===== src/inc/hdlc_stat_pkg.sv =====
package hdlc_stat_pkg;
  // Register addresses on the parallel control port
  localparam logic [7:0] ADDR_EVENT_STATUS = 8'h01;
  localparam logic [7:0] ADDR_IRQ_ENABLE = 8'h02;
  localparam logic [7:0] ADDR_RX_INFO = 8'h03;
  // Reset values
  localparam logic [7:0] IRQ_ENABLE_RESET = 8'h00;
  localparam logic [7:0] EVENT_STATUS_RESET = 8'h00;
  localparam logic [3:0] RX_STICKY_RESET = 4'h0;
  // Event bit positions, shared by mask and status registers
  localparam int BIT_CODE_CHANGE = 7;
  localparam int BIT_PKT_END = 6;
  localparam int BIT_PKT_START = 5;
  localparam int BIT_RX_HALF = 4;
  localparam int BIT_RX_HAS_DATA = 3;
  localparam int BIT_TX_HALF = 2;
  localparam int BIT_TX_ROOM = 1;
  localparam int BIT_TX_DONE = 0;
  // Receive information bit positions
  localparam int BIT_ABORT = 7;
  localparam int BIT_CRC_ERR = 6;
  localparam int BIT_OVERRUN = 5;
  localparam int BIT_VALID = 4;
  localparam int BIT_EMPTY = 3;
  localparam int BIT_GOOD_LAST = 2;
  localparam int BIT_CLOSING = 1;
  localparam int BIT_OPENING = 0;
  // Abort is seven or more ones in a row
  localparam int ABORT_ONES = 7;
  // Receive FIFO depth in bytes
  localparam int RX_FIFO_DEPTH = 64;
  // Latched event mask within the status register
  localparam logic [7:0] LATCHED_EVENTS = 8'he1;
endpackage


===== src/hdl/hdlc_rx_status.sv =====
`timescale 1ns/10ps
// What this block does
// - Mask bits 7..3 enable receive-side events
// - Mask bits 2..0 transmit events, one enables
// - Seven or more ones sets abort flag
// - Checksum mismatch sets CRC error flag
// - Write into full FIFO sets overrun
// - Checked complete packet sets valid flag
// - Bit 2 marks last byte, good packet
// - Bit 1 marks last byte of packet
// - Bit 0 marks first byte of packet
// - Receive flags sticky, cleared by reading
// - Status latched events clear on read
// - Half full past midpoint, not empty
module hdlc_rx_status #(
  parameter int FIFO_DEPTH = hdlc_stat_pkg::RX_FIFO_DEPTH
) (
  input wire logic clock,
  input wire logic resetn,
  input wire logic clk_en,
  input wire logic [7:0] addr,
  input wire logic wr_en,
  input wire logic rd_en,
  input wire logic [7:0] wr_data,
  output logic [7:0] rd_data,
  input wire logic rx_bit_valid,
  input wire logic rx_bit,
  input wire logic crc_bad,
  input wire logic packet_checked_ok,
  input wire logic fifo_push,
  input wire logic [$clog2(hdlc_stat_pkg::RX_FIFO_DEPTH):0] fifo_level,
  input wire logic head_first,
  input wire logic head_last,
  input wire logic head_good,
  input wire logic code_detector_change,
  input wire logic packet_start_event,
  input wire logic packet_end_event,
  input wire logic tx_fifo_half_empty,
  input wire logic tx_fifo_has_room,
  input wire logic tx_message_done,
  output logic irq_n
);
  import hdlc_stat_pkg::*;
  initial begin
    if (FIFO_DEPTH != RX_FIFO_DEPTH) $error("FIFO_DEPTH must match level port width");
  end
  localparam int LW = $clog2(RX_FIFO_DEPTH) + 1;
  localparam logic [LW-1:0] HALF_LEVEL = LW'(FIFO_DEPTH / 2);

  logic [7:0] hdlc_irq_enable_q;
  logic [7:0] status_q;
  logic [7:0] status_d;
  logic [3:0] sticky_q;
  logic [3:0] sticky_d;
  logic abort_pulse;
  logic [7:0] live_events;
  logic [7:0] event_view;
  logic [7:0] rx_info_view;
  logic [3:0] rx_sets;
  logic sel_status;
  logic sel_enable;
  logic sel_info;
  logic rd_status;
  logic rd_info;
  logic [7:0] rd_mux;
  logic rx_fifo_half_full;
  logic rx_fifo_has_data;
  logic rx_fifo_is_empty;
  logic overrun_d;

  hdlc_ones_run #(.RUN(ABORT_ONES)) u_run (
    .clock(clock),
    .resetn(resetn),
    .enable(clk_en),
    .bit_valid(rx_bit_valid),
    .bit_value(rx_bit),
    .abort_pulse(abort_pulse)
  );

  // Address decoding
  assign sel_status = (addr == ADDR_EVENT_STATUS);
  assign sel_enable = (addr == ADDR_IRQ_ENABLE);
  assign sel_info = (addr == ADDR_RX_INFO);
  assign rd_status = rd_en && sel_status;
  assign rd_info = rd_en && sel_info;

  // Live FIFO levels
  assign rx_fifo_half_full = fifo_level > HALF_LEVEL;
  assign rx_fifo_has_data = fifo_level != '0;
  assign rx_fifo_is_empty = fifo_level == '0;
  assign overrun_d = fifo_push && (fifo_level >= LW'(FIFO_DEPTH));

  // Event inputs; level ones pass straight, pulse ones get latched
  assign live_events = {code_detector_change, packet_end_event, packet_start_event,
                        rx_fifo_half_full, rx_fifo_has_data, tx_fifo_half_empty,
                        tx_fifo_has_room, tx_message_done};
  // Set beats the read clear so no event is lost
  assign status_d = (LATCHED_EVENTS & live_events) |
                    ((rd_status ? 8'h00 : status_q) & LATCHED_EVENTS);
  assign event_view = (LATCHED_EVENTS & status_q) | (~LATCHED_EVENTS & live_events);

  // Sticky receive flags: abort, crc, overrun, valid
  assign rx_sets = {abort_pulse, crc_bad, overrun_d, packet_checked_ok};
  assign sticky_d = rx_sets | (rd_info ? 4'h0 : sticky_q);
  // Head-of-FIFO marks are live, only meaningful while a byte waits
  assign rx_info_view = {sticky_q, rx_fifo_is_empty,
                         head_last && head_good && !rx_fifo_is_empty,
                         head_last && !rx_fifo_is_empty,
                         head_first && !rx_fifo_is_empty};

  // Read data selection; unmapped addresses read zero
  assign rd_mux = sel_status ? event_view :
                  sel_enable ? hdlc_irq_enable_q :
                  sel_info ? rx_info_view : 8'h00;

  // Mask register
  always_ff @(posedge clock) begin
    if (!resetn) begin
      hdlc_irq_enable_q <= IRQ_ENABLE_RESET;
    end else if (clk_en && wr_en && sel_enable) begin
      hdlc_irq_enable_q <= wr_data;
    end
  end

  // Status, sticky flags, read data and interrupt
  always_ff @(posedge clock) begin
    if (!resetn) begin
      status_q <= EVENT_STATUS_RESET;
      sticky_q <= RX_STICKY_RESET;
      rd_data <= 8'h00;
      irq_n <= 1'b1;
    end else if (clk_en) begin
      status_q <= status_d;
      sticky_q <= sticky_d;
      rd_data <= rd_en ? rd_mux : rd_data;
      irq_n <= ~|(event_view & hdlc_irq_enable_q);
    end
  end

  // Checks
  a_abort_sets: assert property (@(posedge clock) disable iff (!resetn)
    clk_en && abort_pulse |=> sticky_q[3])
    else $error("abort flag not set");
  a_sticky_hold: assert property (@(posedge clock) disable iff (!resetn)
    clk_en && sticky_q[2] && !rd_info |=> sticky_q[2])
    else $error("crc flag lost without read");
  a_read_clears: assert property (@(posedge clock) disable iff (!resetn)
    clk_en && rd_info && !abort_pulse |=> !sticky_q[3])
    else $error("abort flag not cleared by read");
  a_overrun_full: assert property (@(posedge clock) disable iff (!resetn)
    clk_en && fifo_push && fifo_level == LW'(FIFO_DEPTH) |=> sticky_q[1])
    else $error("overrun not flagged");
  a_valid_sets: assert property (@(posedge clock) disable iff (!resetn)
    clk_en && packet_checked_ok |=> sticky_q[0])
    else $error("valid flag not set");
  a_crc_sets: assert property (@(posedge clock) disable iff (!resetn)
    clk_en && crc_bad |=> sticky_q[2])
    else $error("crc flag not set");
  a_irq_masked: assert property (@(posedge clock) disable iff (!resetn)
    clk_en && hdlc_irq_enable_q == 8'h00 && !$past(wr_en) |=> irq_n)
    else $error("interrupt with all masked");
  a_empty_read: assert property (@(posedge clock) disable iff (!resetn)
    clk_en && rd_info && fifo_level == '0 |=> rd_data[BIT_EMPTY])
    else $error("empty bit wrong");
  a_good_needs_last: assert property (@(posedge clock) disable iff (!resetn)
    clk_en && rd_info |=> !rd_data[BIT_GOOD_LAST] || rd_data[BIT_CLOSING])
    else $error("good mark without closing");
  a_status_clear: assert property (@(posedge clock) disable iff (!resetn)
    clk_en && rd_status && !packet_start_event |=> !status_q[BIT_PKT_START])
    else $error("latched status not cleared");
  a_mask_write: assert property (@(posedge clock) disable iff (!resetn)
    clk_en && wr_en && sel_enable |=> hdlc_irq_enable_q == $past(wr_data))
    else $error("mask write lost");
  a_half_full_read: assert property (@(posedge clock) disable iff (!resetn)
    clk_en && rd_status && fifo_level > HALF_LEVEL |=> rd_data[BIT_RX_HALF])
    else $error("half full not shown");
  a_closing_read: assert property (@(posedge clock) disable iff (!resetn)
    clk_en && rd_info && head_last && fifo_level != '0 |=> rd_data[BIT_CLOSING])
    else $error("closing mark missing");
  a_opening_read: assert property (@(posedge clock) disable iff (!resetn)
    clk_en && rd_info && head_first && fifo_level != '0 |=> rd_data[BIT_OPENING])
    else $error("opening mark missing");
  // A frozen cycle must not move the flags or the mask
  a_freeze_hold: assert property (@(posedge clock) disable iff (!resetn)
    !clk_en |=> $stable(sticky_q) && $stable(hdlc_irq_enable_q))
    else $error("state moved while frozen");
  c_abort: cover property (@(posedge clock) abort_pulse);
  c_irq: cover property (@(posedge clock) !irq_n);
  c_overrun: cover property (@(posedge clock) overrun_d);
  c_good_last: cover property (@(posedge clock) rx_info_view[BIT_GOOD_LAST]);
  c_half_full: cover property (@(posedge clock) rx_fifo_half_full);
endmodule


===== src/hdl/hdlc_ones_run.sv =====
`timescale 1ns/10ps
// Counts consecutive ones on the received bit stream
module hdlc_ones_run #(
  parameter int RUN = 7
) (
  input wire logic clock,
  input wire logic resetn,
  input wire logic enable,
  input wire logic bit_valid,
  input wire logic bit_value,
  output logic abort_pulse
);
  initial begin
    if (RUN < 2 || RUN > 255) $error("RUN out of range");
  end
  logic [7:0] run_q;
  logic [7:0] run_d;
  logic hit_d;
  // Saturate so a long idle of ones does not wrap and re-fire
  assign hit_d = bit_valid && bit_value && (run_q == 8'(RUN - 1));
  assign run_d = !bit_valid ? run_q : !bit_value ? 8'h00 :
                 (run_q == 8'hff) ? run_q : run_q + 8'h01;
  always_ff @(posedge clock) begin
    if (!resetn) begin
      run_q <= 8'h00;
      abort_pulse <= 1'b0;
    end else if (enable) begin
      run_q <= run_d;
      abort_pulse <= hit_d;
    end
  end
endmodule


===== config.mk =====
export PLATFORM = sky130hd
export DESIGN_NAME = hdlc_rx_status
export DESIGN_NICKNAME = d
export VERILOG_FILES = /design/src/inc/hdlc_stat_pkg.sv /design/src/hdl/hdlc_rx_status.sv /design/src/hdl/hdlc_ones_run.sv
export SDC_FILE = /design/constraint.sdc
export NUM_CORES = 1
export LEC_CHECK = 0
export ABC_AREA = 1
export ABC_CLOCK_PERIOD_IN_PS = 1350
export BUFFER_PORTS_ARGS = -buffer_cell sky130_fd_sc_hd__buf_2
export CAP_MARGIN = 20
export CORE_MARGIN = 8
export CORE_UTILIZATION = 46
export CTS_CLUSTER_SIZE = 10
export DETAILED_ROUTE_END_ITERATION = 8
export PLACE_DENSITY_LB_ADDON = 0.2
export SYNTH_ARGS = -nofsm -noshare
export SYNTH_HDL_FRONTEND = slang
export SYNTH_SLANG_ARGS = --single-unit

===== constraint.sdc =====
create_clock -name clock -period 1.35 [get_ports clock]
set_clock_uncertainty 0.15 [all_clocks]
set_input_delay 0.27 -clock clock [delete_from_list [all_inputs] [get_ports clock]]
set_output_delay 0.27 -clock clock [all_outputs]
set_load 0.01 [all_outputs]

Word level (Yosys, flattened, before mapping). Index checks and enable logic that the tools add are counted.

Add/sub/neg operators: 1. Multipliers: 0. Divide/modulo/power cells: 0. Magnitude comparators: 2. Eq/ne operators: 6. Shift-type cells: 0. Mux-type cells: 7. Bitwise operators: 4. Reduce and logical (&&, ||, !) cells: 18.

Operators by type and width (number): 2-to-1 mux 8 bit (6); == test 8 x 2 -> 1 bit, second input constant (2); logical AND 1 bit (11); adder 8 x 1 -> 8 bit, second input constant (1); AND 8 bit (1); == test 8 x 1 -> 1 bit, second input constant (1); == test 8 x 3 -> 1 bit, second input constant (1); == test 8 bit, second input constant (1); OR 8 x 5 -> 8 bit (1); OR 8 bit (1); OR reduction 8 bit (1); greater-or-equal comparator 7 bit, second input constant (1); > comparator 7 x 6 -> 1 bit, second input constant (1); logical NOT 7 bit (1); nonzero test 7 bit (1); 2-to-1 mux 4 bit (1); OR 4 bit (1); AND reduction 3 bit (1); logical NOT 1 bit (2); != test 2 bit, second input constant (1); AND reduction 2 bit (1).

Register bits: 38. Latch bits: 0. RAM bits: 0. ROM bits: 0. Memories kept: 0.

Longest topological paths before layout. Gate-level depths: netlist of run 1.

Word-level depth: 6. Mapped depth: 10. Mapped depth without buffers: 10.

By module. Synthesis of run 1 repeated with hierarchy kept, for this count alone.

Cells, all modules: 269. Area total of the unflattened synthesis: 1791.7 um^2.

Modules (own cells, without submodules): hdlc_rx_status (times used 1, cells an instance 176, area each 1209.9 um^2, seq. area each 500.5 um^2); hdlc_ones_run (times used 1, cells an instance 93, area each 581.8 um^2, seq. area each 180.2 um^2).

Worst setup path after synthesis of run 1. OpenSTA, ideal clock, no wires.

Kind: register -> register. From: reg u_run.run_q[1]. To: reg u_run.run_q[1]. Setup time: 0.113 ns. Arrival: 1.161 ns. Data required time: 1.087 ns. Setup slack: -0.075 ns. Stages on the path, launching flop included: 11. Buffers on the path: 0. Clock period less this slack: 1.425 ns. Cell sequence: dfxtp_1 -> ha_1 -> nand2_1 -> inv_2 -> nand3_2 -> nor2_4 -> nand2_4 -> nand2_4 -> inv_2 -> nor2_1 -> nor2_1.

Cells in the longest elaborated chain, start to end: 3. Elaborated cells between the ends (all ways): 6. Those cells by class: 1 x add/sub; 2 x eq/ne; 2 x mux; 1 x reduce/logical.

RTL lines: start: declaration (line hdlc_ones_run.sv:16) `logic [7:0] run_q;`; start signal: assignment (line hdlc_ones_run.sv:28) `run_q <= run_d;`; adder 8 x 1 -> 8 bit or == test 8 bit (tied branches) (line hdlc_ones_run.sv:22) `(run_q == 8'hff) ? run_q : run_q + 8'h01;`; 2-to-1 mux 8 bit or != test 2 bit (tied branches); 2-to-1 mux 8 bit or AND reduction 3 bit (tied branches).

Several ways; a longest one is shown, not always the timed one. The select of a mux whose other input is x is not followed. A chain may end at the register's enable or synchronous reset.

Final worst setup path of run 1. Ends and elaborated chain as after synthesis.

==> results of run 1 <==
[stage by stage]
step / cell area (µm²) / hold WS [ns] / power, µW / instances
finish: 2440 / 0.0808 / 2050 / 392
global route: 2440 / 0.0765 / 2150 / 392
CTS: 2370 / 0.0755 / 2060 / 387
detailed placement: 2270 / 0.305 / 1330 / 379
global placement: 2270 / 0.301 / 1330 / 379
floorplan: 1830 / 0.240 / 1190 / 265
[flip-flops by register name (all words and copies together), names as in the netlist]
name,flops
u_run.abort_pulse,1
status_q,4
hdlc_irq_enable_q,8
rd_data,8
u_run.run_q,8
irq_n,1
sticky_q,4
[Yosys cell counts]
| master | count | area [µm²] |
|---|---|---|
| sky130_fd_sc_hd__nand3_1 | 17 | 85.1 |
| sky130_fd_sc_hd__ha_1 | 2 | 25.0 |
| sky130_fd_sc_hd__buf_4 | 1 | 7.51 |
| sky130_fd_sc_hd__nand3_4 | 1 | 17.5 |
| sky130_fd_sc_hd__nand2_1 | 83 | 312 |
| sky130_fd_sc_hd__buf_6 | 1 | 11.3 |
| sky130_fd_sc_hd__nand2_4 | 3 | 33.8 |
| sky130_fd_sc_hd__o211ai_1 | 1 | 7.51 |
| sky130_fd_sc_hd__clkbuf_1 | 2 | 7.51 |
| sky130_fd_sc_hd__nor2_1 | 21 | 78.8 |
| sky130_fd_sc_hd__a211oi_2 | 2 | 25.0 |
| sky130_fd_sc_hd__dfxtp_1 | 34 | 681 |
| sky130_fd_sc_hd__nor2_8 | 1 | 20.0 |
| sky130_fd_sc_hd__nand4_1 | 7 | 43.8 |
| sky130_fd_sc_hd__a21oi_2 | 1 | 8.76 |
| sky130_fd_sc_hd__o21ai_1 | 5 | 25.0 |
| sky130_fd_sc_hd__o21ai_0 | 4 | 20.0 |
| sky130_fd_sc_hd__a21oi_1 | 29 | 145 |
| sky130_fd_sc_hd__buf_2 | 2 | 10.0 |
| sky130_fd_sc_hd__nand3_2 | 1 | 10.0 |
| sky130_fd_sc_hd__nor2_2 | 2 | 12.5 |
| sky130_fd_sc_hd__nand2_2 | 2 | 12.5 |
| sky130_fd_sc_hd__nor3_1 | 2 | 10.0 |
| sky130_fd_sc_hd__a31oi_1 | 4 | 25.0 |
| sky130_fd_sc_hd__inv_1 | 24 | 90.1 |
| sky130_fd_sc_hd__inv_2 | 8 | 30.0 |
| sky130_fd_sc_hd__nor2_4 | 5 | 56.3 |
[power groups by stage]
stage	Sequential, µW	Clock [µW]	Combinational, µW
after floorplan	1070	0	116
after global placement	1070	0	255
after detailed placement	1070	0	258
after CTS	1050	751	261
after global routing	1050	803	296
final	1050	732	268
[metal layers]
metal | share of wire | routed length, µm | vias up
met4 | 0.0093 | 48 | 0
met5 | 0 | 0 | -
met1 | 0.47 | 2410 | 882
li1 | - | - | 1008
met2 | 0.45 | 2320 | 61
met3 | 0.077 | 399 | 4
[worst min path at each step]
stage	to	slack [ns]	depth (start not counted)
after floorplan	u_run.run_q[4]	0.24	2
final	hdlc_irq_enable_q[5]	0.08	3
after global placement	rd_data[2]	0.30	2
after CTS	hdlc_irq_enable_q[5]	0.08	3
after global routing	sticky_q[0]	0.08	3
after detailed placement	sticky_q[2]	0.30	2
[worst register-to-register path, delay by kind of cell (launching register included)]
kind	cells	cell delay, ns
flops	1	0.35
fa+ha+maj	1	0.14
simple gates	7	0.59
buf+inv	2	0.12
[layout make-up]
| type | count | area (µm²) | share of cell area |
|---|---|---|---|
| well taps | 50 | 62.6 | 0.0256 |
| repair buffers | 76 | 458 | 0.188 |
| inverters | 32 | 125 | 0.0512 |
| clock buffers | 6 | 82.6 | 0.0338 |
| flip-flops and latches | 34 | 683 | 0.280 |
| multi-input cells | 194 | 1030 | 0.422 |
[cells by family after synthesis]
family | share of synthesized area
compound gates | 0.142
fa+ha+maj | 0.0138
buf+inv | 0.0864
flops | 0.376
simple gates | 0.382
[repair_timing]
item | 4_1_cts | 5_1_grt
hold endpoints to repair | 0 | 0
hold buffers | 0 | 0
setup buffers | 1 | 5
cloned | 1 | 0
resized for setup | 2 | 8
endpoints found under the setup margin | 8 | 11
pin swaps | 3 | 6
==> results.md, run 1 <==
Status:
- The flow ran to the end, but the final reports show violations.
- The final reports fail on setup timing.

Clock network:
- The clock slew seen by the registers of the worst setup and hold paths is 0.07 ns.
- The total CTS buffers is 5.
- The cell sitting at the root of the clock tree is a sky130_fd_sc_hd__clkbuf_8.
- The clock net sink count is 34.
- The maximum level of the CTS H-tree is 2.
- TritonCTS built the clock tree.
- At the later pin of the worst-skew pair, clock insertion delay measures ~0.28 ns.
- The clock passes through at most 2 buffers.

STA:
- For the final routed database, the setup TNS stands at -0.493 ns.
- The maximum achievable frequency is a little under 700 MHz.
- Setup violations remaining at the end of the flow were counted as 8.
- The total count of max-transition violations in the final report is 0.
- At the pin with the least slew margin, the transition time is 0.223 ns.
- Setup repair after global routing could not meet its margin everywhere.
- The hold violation count in the final report was 0.
- The smallest clock period supported by the final layout is computed as 1.45 ns.
- Headroom to the max-slew limit came out at 0.851.
- Of the available clock period, the critical path in the final layout requires 1.07.
- The final critical-path setup slack is -0.0996 ns.

Floorplanning:
- The die is between 70 and 80 µm wide.
- The die covers 6200 µm².
- From bottom edge to top edge, the die measures slightly below 80 µm.
- The initial utilization of the core area, before any placement, comes to 0.466.
- The number of I/O pins is a little over 50.
- The number of placement rows is 23.
- The total core area is between 3000 and 4000 µm².

Detailed routing:
- Detailed routing inserted a total of 1955 vias.
- In the routed design, unresolved DRC markers number 0.
- Dividing the detail-routed wire length by the instance count gives 13.2 µm.
- The final layout contains routed wiring with a total length of 5180 µm.
- In the routed layout, each cell is associated on average with a via count of 4.99.
- After the first detailed-routing iteration, the DRC count stood at 168.
- The first-pass iteration count of the detailed router is 4.
- The detail route stage leaves a number of antenna-violating nets equal to 0.

Synth:
- The post-synthesis sequential element count is 34.
- In this run, distinct cell masters in the synthesized netlist total 27.
- The gate count after technology mapping is ~270.
- The synthesized area is approximately 1800 µm².
- Counting every net in the synthesized netlist gives 309.
- The number of warnings printed during yosys synthesis is 0.
- The average size of a mapped cell is 6.83 µm².
- The share of the yosys chip area belonging to registers is 0.376.

Power and ir drop:
- The share of total power dissipated in sequential elements is 0.513.
- For this design the static power due to leakage is approximately 0.0011 µW.
- The part of the power in combinational logic is 0.131.
- Of the total power, the clock network draws 0.357.
- Across the VDD grid, the largest voltage drop is 0.730 mV.
- The internal cell power is ~1500 µW.
- Dividing total power by cell area gives a power density of 839 nW/µm².
- Of the total power, the share spent switching nets is 0.247.
- For this design the total switching power over the nets is between 500 and 600 µW.

Final layout:
- The area growth from synthesis to layout is 34.9%.
- The number of inserted diodes is 0.
- The library cell used most frequently in the layout, excluding fill and tap cells, is sky130_fd_sc_hd__nand2_1.
- In the final design database the tool counted roughly 390 nets.
- Leaving out fill and tap cells, the most frequent cells in the layout are 82 x sky130_fd_sc_hd__nand2_1, 50 x sky130_fd_sc_hd__buf_2, 32 x sky130_fd_sc_hd__dfxtp_1, 26 x sky130_fd_sc_hd__a21oi_1, 25 x sky130_fd_sc_hd__buf_4.
- The final core area utilization is 0.629.
- The number of inserted filler cells in the final layout is 376.
- In the final layout, the share of cells above drive strength 1 is 0.348.

Worst setup path:
- At the worst endpoint, the required time is 1.37 ns.
- The highest cell delay on the worst timing path is 0.35 ns.
- Walking the worst path, the cells encountered are ha_4, nand2_2, inv_2, nand3_4, nor2_4, nand2_4, nand2_4, inv_2, nor2_1, nor2_1.
- The slack of the worst reg-to-reg path is -0.1 ns.
- The endpoint arrival time on the critical path is about 1.5 ns.
- The critical path is of the reg -> reg type.
- The largest fanout on the critical path is 5.
- The largest delay contributor family on the critical path is simple AND/OR/NAND/NOR gates.
- STA classifies the critical path startpoint as a flop.
- In this run the critical register-to-register path is launched from u_run.run_q[1].
- The critical path depth is 10.
- The critical path ends at u_run.run_q[1].
- On the critical path, the stage with the largest delay is an instance of sky130_fd_sc_hd__dfxtp_2.
- The worst flop-to-flop path endpoint is u_run.run_q[1].
- Together, buffers and inverters on the worst path number 2.
- The depth of the most critical reg-to-reg path is 10.
- The launching element of the worst setup path is u_run.run_q[1].
- The type of destination of the critical path is a flop.

Hold path:
- The class of the worst hold path is in -> reg.
- The hold path startpoint is wr_data[5].

Job:
- Max-cap violations in this run came to 0.

GRT:
- The maximum number of pins on one net before global-route repair is 12.
- The global-route usage over all layers is 0.170.
- The wire length of the first global-routing pass is 8520 µm.
- For this run, global-route usage on met3 was measured as 0.0530.
- The global-route track usage on met1 is 0.225.
- The initial antenna violation count is 0.
- The met2 track utilization from global routing is 0.258.
- The layer carrying the most global-route usage is met2.
- The number of global-route vias before repair was 1829.
- Global routing finished with a remaining overflow of 0.

Placed design:
- Timing analysis after detailed placement gives a worst setup slack of -0.190 ns.
- The final HPWL from detailed placement is 3880 µm.
- The placer congestion estimate is around 0.9.
- The number of buffer cells added on primary ports is 50.
(Power assumes the default switching activity.)
==> run 2, diff against run 1 <==
- CORE_UTILIZATION: 46 -> 48
- CTS_BUF_LIST: default -> sky130_fd_sc_hd__clkbuf_8
==> run 2 against run 1 <==
  * The flow still finishes with violations (setup timing)
  * Critical path depth unchanged
  * Count of clock-buffer cells in the layout unchanged
  * Cell count decreased by 0.26%
  * Core utilization is 3.7 points higher
  * Global-route usage down 0.45 points
  * Clock power grew 4.5%
  * Via count is 3.4% lower
  * Largest cell class unchanged
==> results.md, run 2 (synthesized netlist as in run 1, its figures left out) <==
Status:
- The run finished, with violations left.
- The checks that failed: setup timing.

Floorplanning:
- The number of I/O pins came to 51 (unchanged).
- The overall die height was 77.4 µm (-1.7%).
- The number of placement rows is 22 (-4.3%).
- The area enclosed by the die boundary is 5990 µm² (-3.3%).
- The horizontal die dimension is 77.4 µm (-1.7%).
- The initial core utilization was 0.498 (+0.0323).
- The total core area is 3630 µm² (-6.5%).

STA:
- The total count of max-transition violations in the final report was 0 (unchanged).
- The worst-margin pin slew came to 0.224 ns (+0.00100 ns).
- The hold violation count in the final report is 0 (unchanged).
- The time the worst path needs with I/O delays and setup is 1.43 ns (-0.0166 ns).
- The relative slew slack is 0.850 (about the same).
- The maximum achievable frequency is 698 MHz (+1.2%).
- The count of final setup violators is 8 (unchanged).
- The final critical-path setup slack is -0.0830 ns (+0.0166 ns).
- The part of the cycle the worst path needs is 1.06 (-0.0123).
- The worst slack on hold paths came to 0.0791 ns (-0.00164 ns).
- Setup repair after global routing could not meet its margin everywhere.

Worst setup path:
- The type of destination of the critical path is a flop.
- The endpoint arrival time on the critical path is 1.46 ns (about the same).
- The required time reported for the critical path endpoint is 1.38 ns (about the same).
- The type of origin of the critical path is a flop.
- The type of the worst setup path is reg -> reg.
- The largest fanout on the critical path was 5 (unchanged).

Placed design:
- The number of buffer cells added on primary ports is 50 (unchanged).
- The placer congestion estimate was 0.904 (+0.20%).
- The final HPWL from detailed placement was 3790 µm (-2.2%).

Power and ir drop:
- The total power is 2070 µW (+1.2%).
- The total power per unit cell area is 857 nW/µm² (+2.1%).
- The worst ir drop on vdd is 0.682 mV (-6.5%).
- The leakage power of the design came to 0.00115 µW (+1.5%).

Final layout:
- The net count of the finished layout came to 386 (-0.26%).
- Leaving out fill and tap cells, the most frequent cells in the layout are 81 x sky130_fd_sc_hd__nand2_1, 50 x sky130_fd_sc_hd__buf_2, 32 x sky130_fd_sc_hd__dfxtp_1, 27 x sky130_fd_sc_hd__a21oi_1, 25 x sky130_fd_sc_hd__buf_4.
- The largest registers in the layout are hdlc_irq_enable_q x8, rd_data x8, u_run.run_q x8.
- The leading cell type in the layout, fill and taps excluded is sky130_fd_sc_hd__nand2_1.
- The share of post-route cells with drive strength above 1 came to 0.344 (-0.00393).
- The number of inserted diodes is 0 (unchanged).
- The area growth from synthesis to layout is 33.7%.

Clock network:
- The maximum level of the CTS H-tree came to 2 (unchanged).
- The clock slew seen by the registers of the worst setup and hold paths is 0.06 ns (about the same).
- The total CTS buffers is 5 (unchanged).
- The cell sitting at the root of the clock tree is a sky130_fd_sc_hd__clkbuf_8.
- The number of buffers on the longest clock path came to 2 (unchanged).
- The clock network latency to the later pin of the worst-skew pair is 0.29 ns (about the same).
- The clock net sink count is 34 (unchanged).
- The TritonCTS clock tree is yes.

Detailed routing:
- The average vias per placed instance is 4.83 (-3.2%).
- The first-pass iteration count of the detailed router is 4 (unchanged).
- The per-cell routed wire length is 12.4 µm (-6.0%).
- The violation count after the first detailed-routing iteration is 113 (-33%).
- The detailed-route DRC error count is 0 (unchanged).
- The via count of the routed design is 1888 (-3.4%).
- The remaining number of nets flagged by the antenna check after routing was 0 (unchanged).
- The wire length reported by the detailed router is 4860 µm (-6.2%).

GRT:
- The total overflow reported by the global router was 0 (unchanged).
- The initial antenna violation count was 0 (unchanged).
- The maximum number of pins on one net before global-route repair came to 14 (+2).
- The number of global-route vias before repair is 1895 (+3.6%).
- The global-route track usage on met1 was 0.205 (-0.0200).
- The wire length of the first global-routing pass is 8290 µm (-2.7%).
- The global-route usage over all layers is 0.165 (-0.00454).
- The met3 track demand over resource in global routing came to 0.0541 (+0.00110).
- The met2 track utilization from global routing came to 0.265 (+0.00687).
- The layer carrying the most global-route usage is met2.

Job:
- The reported max-cap violation count was 0 (unchanged).

Hold path:
- The class of the worst hold path is in -> reg.
[run 2: cell count changes in the layout (fill, tap and decap cells not counted), sizes merged]
cell / delta
buf: -1
clkinv: +1
inv: +1
[run 2: where the power goes]
part,total [µW],internal [µW],switching (µW)
clock network,765,404,361
logic,260,117,142
registers,1050,1030,18.4
total,2070,1550,522
[run 2: cell type report]
class | count | area (µm²)
fill | 354 | 1210
tap | 48 | 60.1
timing repair buffer | 75 | 438
multi-input combinational | 194 | 1020
sequential | 34 | 683
clock buffer | 6 | 82.6
clock inverter | 2 | 8.76
inverter | 32 | 125
[run 2: metrics by stage]
stage / utilization / TNS, ns / area (µm²) / setup slack (ns) / std cells
2_1_floorplan: - / -0.156 / 1830 / -0.0676 / 265
3_3_place_gp: 0.624 / -2.24 / 2270 / -0.132 / 379
3_5_place_dp: 0.624 / -2.97 / 2270 / -0.166 / 379
4_1_cts: 0.656 / -0.445 / 2380 / -0.0911 / 390
5_1_grt: 0.666 / -1.19 / 2420 / -0.170 / 391
6_report: 0.666 / -0.319 / 2420 / -0.0830 / 391
[run 2: routing by layer]
metal / up-vias / part of all wire
li1: 1008 / -
met1: 823 / 0.47
met2: 53 / 0.46
met3: 4 / 0.065
met4: 0 / 0.0060
met5: - / 0
[run 2: worst paths after layout]
path / startpoint / to / slack [ns] / cells past startpoint
hold / removal: wr_data[7] / hdlc_irq_enable_q[7] / 0.08 / 3
setup reg to reg: u_run.run_q[1] / u_run.run_q[1] / -0.08 / 10
setup / recovery: u_run.run_q[1] / u_run.run_q[1] / -0.08 / 10
hold reg to reg: rd_data[2] / rd_data[2] / 0.31 / 2
[run 2: critical path, stage by stage, from the launching register on]
cell and delay [ns]:
sky130_fd_sc_hd__dfxtp_2 0.35, sky130_fd_sc_hd__ha_4 0.15, sky130_fd_sc_hd__nand2_4 0.06, sky130_fd_sc_hd__inv_4 0.06, sky130_fd_sc_hd__nand3_4 0.06, sky130_fd_sc_hd__nor2_4 0.14
sky130_fd_sc_hd__nand2_4 0.09, sky130_fd_sc_hd__nand2_4 0.09, sky130_fd_sc_hd__inv_2 0.04, sky130_fd_sc_hd__nor2_1 0.07, sky130_fd_sc_hd__nor2_1 0.05
[run 2: what timing repair did]
action | in CTS | in global routing
resized for setup | 1 | 8
gates cloned | 1 | 0
pin swaps | 4 | 5
endpoints found under the setup margin | 8 | 10
buffers inserted | 2 | 1
hold buffers | 0 | 0
